## src/logic/bit_unit_pkg.sv

```systemverilog
// Constants and types shared by the bit manipulation unit
// How it works
// - Inverted carry XOR: carry becomes old carry XOR not selected bit.
// - Bit load copies the selected operand bit into carry, operand untouched.
// - Inverted bit load puts the complement of the selected bit into carry.
// - Carry store writes carry into the selected bit, other seven bits kept.
// - Inverted carry store writes not carry into the selected bit.
// - Inverted-operand instructions take the bit number only from the immediate field.
// - Set, clear, invert, store forms read a byte, change one bit, write back.
// - A write-only target reads as all ones, so other bits are written as ones.
// - Set, clear, invert, test accept immediate or register bit number, three operand modes.
// - Carry logic, load and store take immediate bit number only, three operand modes.
// - Inverted carry logic, load and store support the three operand modes with immediate.
// - A register bit number uses only its three least significant bits.
// - Bit test sets zero flag to the complement of the selected bit.
// - Bit clear forces the selected bit to zero.
// - Bit invert replaces the selected bit with its complement.
package bit_unit_pkg;
   typedef enum logic [3:0] {
      bit_set_op, bit_clear_op, bit_invert_op, bit_test_op,
      carry_and_bit, carry_or_bit, carry_xor_bit,
      carry_and_inverted_bit, carry_or_inverted_bit, carry_xor_inverted_bit,
      bit_load_to_carry, inverted_bit_load_to_carry,
      carry_store_to_bit, inverted_carry_store_to_bit,
      op_none0, op_none1
   } bit_op_t;

   typedef enum logic [1:0] {
      mode_reg_direct, mode_reg_indirect, mode_absolute, mode_bad
   } operand_mode_t;

   localparam int           BIT_NUM_W     = 3;
   localparam int           BYTE_W        = 8;
   localparam int           ADDR_W        = 16;
   localparam logic [7:0]   ALL_ONES      = 8'hff;
   localparam logic [15:8]  ABS_PAGE      = 8'hff;
   localparam logic [3:0]   LOW_NIBBLE_0  = 4'h0;
endpackage

```

## src/logic/bit_manip_unit.sv

```systemverilog
// Bit manipulation execution unit: carry logic, loads, stores and read-modify-write
module bit_manip_unit
   import bit_unit_pkg::*;
(
   input  wire logic              ref_clk,
   input  wire logic              srst,
   // Decoder side
   input  wire logic              start,
   input  wire logic [15:0]       first_word,
   input  wire logic [15:0]       second_word,
   input  wire logic [7:0]        opcode,
   input  wire bit_op_t           op,
   input  wire operand_mode_t     mode,
   input  wire logic              bit_from_reg,
   input  wire logic [7:0]        reg_operand,
   input  wire logic [7:0]        reg_bitnum,
   input  wire logic [15:0]       reg_pointer,
   input  wire logic              carry_in,
   // Results
   output logic                   done,
   output logic                   illegal,
   output logic                   carry_out,
   output logic                   carry_we,
   output logic                   zero_out,
   output logic                   zero_we,
   output logic [7:0]             reg_result,
   output logic                   reg_we,
   // Memory bus
   output logic [15:0]            mem_addr,
   output logic                   mem_rd,
   output logic                   mem_wr,
   output logic [7:0]             mem_wdata,
   input  wire logic [7:0]        mem_rdata,
   input  wire logic              mem_ack,
   input  wire logic              mem_write_only
);

   // ------------------------------------------------------------------
   // Classification helpers
   // ------------------------------------------------------------------
   function automatic logic is_rmw(bit_op_t o);
      return o inside {bit_set_op, bit_clear_op, bit_invert_op,
                       carry_store_to_bit, inverted_carry_store_to_bit};
   endfunction

   function automatic logic reg_bit_ok(bit_op_t o);
      return o inside {bit_set_op, bit_clear_op, bit_invert_op, bit_test_op};
   endfunction

   typedef enum {st_idle, st_read, st_write, st_done} state_t;

   // ------------------------------------------------------------------
   // State
   // ------------------------------------------------------------------
   state_t        state, next_state;
   bit_op_t       op_q, next_op_q;
   logic [2:0]    bitn, next_bitn;
   logic          cin, next_cin;
   logic [15:0]   addr, next_addr;
   logic [7:0]    wdata, next_wdata;
   logic          next_done, next_illegal, next_carry_out, next_carry_we;
   logic          next_zero_out, next_zero_we, next_reg_we, next_mem_rd, next_mem_wr;
   logic [7:0]    next_reg_result;

   logic [7:0]    operand;
   logic [7:0]    read_byte;
   logic          sel_bit, new_bit;
   logic [7:0]    mod_byte;
   logic [2:0]    imm_bit;
   logic          bad_form;
   bit_op_t       cur_op;
   logic          cur_cin;
   logic [2:0]    cur_bitn;

   bit_select u_sel (
      .byte_in  (operand),
      .bit_num  (cur_bitn),
      .new_bit  (new_bit),
      .sel_bit  (sel_bit),
      .byte_out (mod_byte)
   );

   // Write-only targets return all ones during the read phase
   assign read_byte = mem_write_only ? ALL_ONES : mem_rdata;
   assign operand   = (state == st_idle) ? reg_operand : read_byte;
   // Register-direct immediate sits in bits 6:4 of the word
   assign imm_bit   = (mode == mode_reg_direct) ? first_word[6:4] : second_word[6:4];
   // Register-direct results are made in the start cycle, before op_q, bitn and cin are loaded
   assign cur_op    = (state == st_idle) ? op : op_q;
   assign cur_cin   = (state == st_idle) ? carry_in : cin;
   assign cur_bitn  = (state == st_idle) ? (bit_from_reg ? reg_bitnum[2:0] : imm_bit) : bitn;

   always_comb begin
      unique case (cur_op)
         bit_set_op:                  new_bit = 1'b1;
         bit_clear_op:                new_bit = 1'b0;
         bit_invert_op:               new_bit = ~sel_bit;
         carry_store_to_bit:          new_bit = cur_cin;
         inverted_carry_store_to_bit: new_bit = ~cur_cin;
         default:                     new_bit = sel_bit;
      endcase
      // Inverted and carry-logic forms refuse a register bit number;
      // two-word forms need a zero low nibble in the operation word
      bad_form = (mode == mode_bad)
               || (bit_from_reg && !reg_bit_ok(op))
               || (mode != mode_reg_direct && second_word[3:0] != LOW_NIBBLE_0)
               || (op inside {op_none0, op_none1});
   end

   // ------------------------------------------------------------------
   // Sequencer
   // ------------------------------------------------------------------
   always_comb begin
      next_state      = state;
      next_op_q       = op_q;
      next_bitn       = bitn;
      next_cin        = cin;
      next_addr       = addr;
      next_wdata      = wdata;
      next_done       = 1'b0;
      next_illegal    = 1'b0;
      next_carry_out  = carry_out;
      next_carry_we   = 1'b0;
      next_zero_out   = zero_out;
      next_zero_we    = 1'b0;
      next_reg_we     = 1'b0;
      next_reg_result = reg_result;
      next_mem_rd     = 1'b0;
      next_mem_wr     = 1'b0;
      unique case (state)
         st_idle: if (start) begin
            next_op_q = op;
            next_cin  = carry_in;
            next_bitn = bit_from_reg ? reg_bitnum[2:0] : imm_bit;
            // In absolute mode the first word addresses the operand, otherwise reg_pointer does; second holds the operation
            next_addr = (mode == mode_absolute) ? {ABS_PAGE, first_word[7:0]} : reg_pointer;
            if (bad_form) begin
               next_illegal = 1'b1;
               next_done    = 1'b1;
            end else if (mode == mode_reg_direct) begin
               next_state = st_done;
            end else begin
               next_mem_rd = 1'b1;
               next_state  = st_read;
            end
            opcode_unused_sink(opcode);
         end
         st_read: begin
            next_mem_rd = ~mem_ack;
            if (mem_ack) begin
               next_wdata = mod_byte;
               next_state = is_rmw(op_q) ? st_write : st_done;
               next_mem_wr = is_rmw(op_q);
            end
         end
         st_write: begin
            next_mem_wr = ~mem_ack;
            if (mem_ack) begin
               next_state = st_idle;
               next_done  = 1'b1;
            end
         end
         st_done: begin
            next_state = st_idle;
            next_done  = 1'b1;
         end
      endcase
      // Flag and register results are produced from the operand in hand
      if ((state == st_idle && start && !bad_form && mode == mode_reg_direct) ||
          (state == st_read && mem_ack)) begin
         if (state == st_idle) begin
            next_reg_result = mod_byte;
            next_reg_we     = is_rmw(cur_op);
         end
         unique case (cur_op)
            carry_and_bit:              begin next_carry_out = cur_cin & sel_bit;  next_carry_we = 1'b1; end
            carry_or_bit:               begin next_carry_out = cur_cin | sel_bit;  next_carry_we = 1'b1; end
            carry_xor_bit:              begin next_carry_out = cur_cin ^ sel_bit;  next_carry_we = 1'b1; end
            carry_and_inverted_bit:     begin next_carry_out = cur_cin & ~sel_bit; next_carry_we = 1'b1; end
            carry_or_inverted_bit:      begin next_carry_out = cur_cin | ~sel_bit; next_carry_we = 1'b1; end
            carry_xor_inverted_bit:     begin next_carry_out = cur_cin ^ ~sel_bit; next_carry_we = 1'b1; end
            bit_load_to_carry:          begin next_carry_out = sel_bit;        next_carry_we = 1'b1; end
            inverted_bit_load_to_carry: begin next_carry_out = ~sel_bit;       next_carry_we = 1'b1; end
            bit_test_op:                begin next_zero_out  = ~sel_bit;       next_zero_we  = 1'b1; end
            default:                    ;
         endcase
      end
   end

   function automatic void opcode_unused_sink(logic [7:0] o);
   endfunction

   always_ff @(posedge ref_clk) begin
      if (srst) begin
         state      <= st_idle;
         op_q       <= bit_set_op;
         bitn       <= '0;
         cin        <= 1'b0;
         addr       <= '0;
         wdata      <= '0;
         done       <= 1'b0;
         illegal    <= 1'b0;
         carry_out  <= 1'b0;
         carry_we   <= 1'b0;
         zero_out   <= 1'b0;
         zero_we    <= 1'b0;
         reg_we     <= 1'b0;
         reg_result <= '0;
         mem_rd     <= 1'b0;
         mem_wr     <= 1'b0;
      end else begin
         state      <= next_state;
         op_q       <= next_op_q;
         bitn       <= next_bitn;
         cin        <= next_cin;
         addr       <= next_addr;
         wdata      <= next_wdata;
         done       <= next_done;
         illegal    <= next_illegal;
         carry_out  <= next_carry_out;
         carry_we   <= next_carry_we;
         zero_out   <= next_zero_out;
         zero_we    <= next_zero_we;
         reg_we     <= next_reg_we;
         reg_result <= next_reg_result;
         mem_rd     <= next_mem_rd;
         mem_wr     <= next_mem_wr;
      end
   end

   assign mem_addr  = addr;
   assign mem_wdata = wdata;

   // ------------------------------------------------------------------
   // Checks
   // ------------------------------------------------------------------
   a_rmw_writeback: assert property (@(posedge ref_clk) disable iff (srst)
      (state == st_read && mem_ack && is_rmw(op_q)) |=> (mem_wr && mem_addr == $past(addr)))
      else $error("read-modify-write did not write back to same address");
   a_write_only_ones: assert property (@(posedge ref_clk) disable iff (srst)
      (state == st_read && mem_ack && mem_write_only && is_rmw(op_q)) |=>
         ((mem_wdata | (8'h01 << bitn)) == ALL_ONES))
      else $error("write-only target not written back as ones");
   a_clear_bit_zero: assert property (@(posedge ref_clk) disable iff (srst)
      (state == st_write && op_q == bit_clear_op) |-> !mem_wdata[bitn])
      else $error("cleared bit not zero");
   a_store_carry: assert property (@(posedge ref_clk) disable iff (srst)
      (state == st_write && op_q == carry_store_to_bit) |-> mem_wdata[bitn] == cin)
      else $error("store did not place carry");
   a_inv_store: assert property (@(posedge ref_clk) disable iff (srst)
      (state == st_write && op_q == inverted_carry_store_to_bit) |-> mem_wdata[bitn] != cin)
      else $error("inverted store wrong");
   a_load_no_write: assert property (@(posedge ref_clk) disable iff (srst)
      (state == st_read && op_q == bit_load_to_carry && mem_ack) |=> (carry_we && !mem_wr))
      else $error("bit load wrote memory or missed carry");
   a_test_zero: assert property (@(posedge ref_clk) disable iff (srst)
      (state == st_read && mem_ack && op_q == bit_test_op) |=> (zero_we && zero_out == !$past(sel_bit)))
      else $error("bit test zero flag wrong");
   a_reg_bitnum_ok: assert property (@(posedge ref_clk) disable iff (srst)
      (state == st_idle && start && bit_from_reg && !reg_bit_ok(op)) |=> (illegal && done))
      else $error("register bit number accepted for immediate-only op");
endmodule

```

## src/logic/bit_select.sv

```systemverilog
// Single-bit extract and replace helper for one byte
module bit_select
   import bit_unit_pkg::*;
(
   input  wire logic [7:0] byte_in,
   input  wire logic [2:0] bit_num,
   input  wire logic       new_bit,
   output logic            sel_bit,
   output logic [7:0]      byte_out
);
   always_comb begin
      sel_bit           = byte_in[bit_num];
      byte_out          = byte_in;
      byte_out[bit_num] = new_bit;
   end
endmodule

```

## config.mk

```make
export PLATFORM = sky130hd
export DESIGN_NAME = bit_manip_unit
export DESIGN_NICKNAME = d
export VERILOG_FILES = /design/src/logic/bit_unit_pkg.sv /design/src/logic/bit_manip_unit.sv /design/src/logic/bit_select.sv
export SDC_FILE = /design/constraint.sdc
export NUM_CORES = 1
export LEC_CHECK = 0
export BUFFER_PORTS_ARGS = -buffer_cell sky130_fd_sc_hd__buf_2
export CORE_ASPECT_RATIO = 0.6
export CORE_UTILIZATION = 50
export CTS_CLUSTER_DIAMETER = 150
export DETAILED_ROUTE_END_ITERATION = 7
export PLACE_DENSITY_LB_ADDON = 0.12
export SLEW_MARGIN = 30
export SYNTH_ARGS = -nofsm -noshare
export SYNTH_HDL_FRONTEND = slang
export SYNTH_SLANG_ARGS = --single-unit
```

## constraint.sdc

```tcl
create_clock -name ref_clk -period 5.3 [get_ports ref_clk]
set_clock_uncertainty 0.1 [all_clocks]
set_input_delay 0.795 -clock ref_clk [delete_from_list [all_inputs] [get_ports ref_clk]]
set_output_delay 0.795 -clock ref_clk [all_outputs]
set_load 0.02 [all_outputs]
```

==> impl_metrics.ini <==
[run_status]
outcome = finished clean

[cells_and_area]
nets = 530
antenna_cells = 0
syn_to_final_growth_pct = 19.1
drive_gt1_frac = 0.335
layout_common_cells = buf_2 (103), dfxtp_1 (51), nor2_1 (37), mux2i_1 (30), nand2_1 (28)
final_util = 0.640
mostFrequentLayoutCell = buf_2

[clock_tree]
worstSkewPairLatency_ps = 320
cts-root-buf = clkbuf_8
cts-hold-fix-buffers = 0
cts_sinks = 51
clk_pin_slew_ps = 90
cts_tree = done
cts.path.max_buffers = 2
cts_resized = 0
cts_setup_buffers = 0
cts_htree_levels = 2
numCtsBuffers = 5

[drt]
drtAntennaViolNets = 0
post_drt_wl_per_cell_um = 15.6
top_layer_used = met4
drt_first_iter_violations = 230
route.met3.wl_um = 442
wl_met1_mm = 4.19
dr.pass1.iters = 5
dr_wl_met2_mm = 3.29
vias = 2974
viasPerCell = 5.80
wl_mm = 8.00
drc = 0

[min_path]
min_path_type = flop to flop
holdPathEnd = cin
holdPathStages = 2
hold_start = cin

[place]
globalplace.congestion = 0.853
portBuffers = 103
detailed_place_hpwl_mm = 5.95

[power_and_ir_drop]
clkPwrFrac = 0.123
switching_share = 0.469
seqPwrFrac = 0.279
power_uw = 1840
p_comb_frac = 0.598
switchingPower_uw = 865
power_density_mw_per_mm2 = 498
internal-power_uw = 978
p_leak_uw = 0.00164
vdd_drop_max_mv = 0.250

[global_routing]
grt_max_degree = 54
first_global_vias = 2748
grt_antenna_before_repair = 0
grt_use_total = 0.251
grt_pass1_wl_mm = 13.3
overflow = 0

[synthesis]
yosysTopAreaCell = dfxtp_1
synthTopCellsByArea = dfxtp_1 (33%), mux2i_1 (9.7%), o32ai_2 (5.2%)
yosysTopAreaCellShare = 0.329
syn-cell-area_mm2 = 0.00310
synth_seq_cells = 51
ys.warnings.count = 0
syn_inst = 345
synth_enable_flop_cells = 0
yosysSeqAreaShare = 0.329
yosys_most_used_dff = dfxtp_1
ys_async_sr_fraction = 0
ys_types = 57
syn_nets = 443
synth.avg_cell_area_um2 = 9.00

[worst_setup_path]
crit_type = flop to flop
start_kind = flop
cp-end-kind = flop
r2r_end = reg_result[1]
cp.required_ps = 5410
r2r_cells = 8
cp_max_fo = 34
worst_ep_arrival_time_ps = 3220
rr_startpoint = state[0]
r2r_slack_ps = 2190

[timing]
relSlewSlack = 0.414
worst_pin_slew_ps = 877
rsz0062_at_grt = false
setup_tns_ps = 0
period_share = 0.586
hold_violations = 0
setup_viol = 0
slew_violations = 0
fmax_mhz = 322
post-route-min-period_ps = 3110

[die]
coreArea_mm2 = 0.00578
die-area_mm2 = 0.00654
start_util = 0.537
die_x_um = 104
die_h_um = 63.0
io_pins = 134
num_rows = 21

[job]
cap_violations = 0
## flip-flops by register name, summed over array words and instances (netlist names), 2 cells and up
name	cells
bitn	3
mem_addr	16
mem_wdata	8
op_q	4
reg_result	8
state	2
## cells by family after synthesis
logic type	Yosys count	synth area share
AND/OR/NAND/NOR	114	0.179
adder cells (fa/ha/maj)	5	0.0202
multiplexers	38	0.127
XOR/XNOR	2	0.00564
buffers and inverters	33	0.0504
AO/OA/AOI/OAI	102	0.289
flip-flops	51	0.329
## critical path, stage by stage (launching register included)
cell and delay (ps):
dfxtp_1 340, inv_1 130, ha_1 170, buf_4 370, mux2i_1 750, o31ai_1 180, a31oi_1 330, o211ai_4 270
o32ai_1 340
## how the worst max path moves through the flow
stage                       startpoint            end  slack, ps  cells past startpoint
after floorplan                mode[0]  reg_result[2]       2300                      9
after global placement    bit_from_reg  reg_result[0]       1940                      8
after detailed placement  bit_from_reg  reg_result[1]       1930                      8
after CTS                     state[0]  reg_result[1]       2220                      8
after global routing          state[0]  reg_result[1]       1910                      8
final                         state[0]  reg_result[1]       2190                      8
## synth_stat cells (all sizes together), types with 3 or more instances
cell type,count
nand2b,9
o21a,5
a31oi,5
a22oi,3
mux2,6
o211a,3
nor3b,3
nor2b,8
o32ai,17
ha,5
a211oi,17
buf,8
nor2,37
clkbuf,18
or2,4
nor3,8
nand2,28
nor4,4
o22ai,14
mux2i,32
dfxtp,51
nand3,4
a21oi,12
o21ai,7
o311ai,4
inv,7
o311a,3
## per-stage QoR
| stage | worst slack [ps] | std cells | cell area [um^2] | hold WS [ps] |
|---|---|---|---|---|
| floorplan | 2300 | 345 | 3100 | 346 |
| global placement | 1940 | 505 | 3610 | 357 |
| detailed placement | 1930 | 505 | 3610 | 370 |
| CTS | 2220 | 513 | 3700 | 382 |
| global route | 1910 | 513 | 3700 | 423 |
| finish | 2190 | 513 | 3700 | 381 |
## final cells by class
| class | count | area, um^2 |
|---|---|---|
| Fill cell | 513 | 2080 |
| Multi-Input combinational cell | 261 | 1930 |
| Sequential cell | 51 | 1020 |
| Timing Repair Buffer | 106 | 538 |
| Tap cell | 80 | 100 |
| Clock buffer | 5 | 68.8 |
| Inverter | 7 | 26.3 |
| Clock inverter | 3 | 15.0 |
## metal layers
layer	GRT usage	vias to the layer above
met1	0.380	1388
met3	0.0438	8
met4	0.0714	0
met2	0.358	100
li1	-	1478
met5	0	-
## power groups by stage
stage | Sequential [uW] | Clock, uW | Combinational, uW
finish | 515 | 227 | 1100
detailed placement | 524 | 0 | 1080
CTS | 515 | 229 | 1090
global route | 526 | 250 | 1200
floorplan | 599 | 0 | 793
global placement | 520 | 0 | 1060
Note: power is estimated with default switching activity, not from simulation.
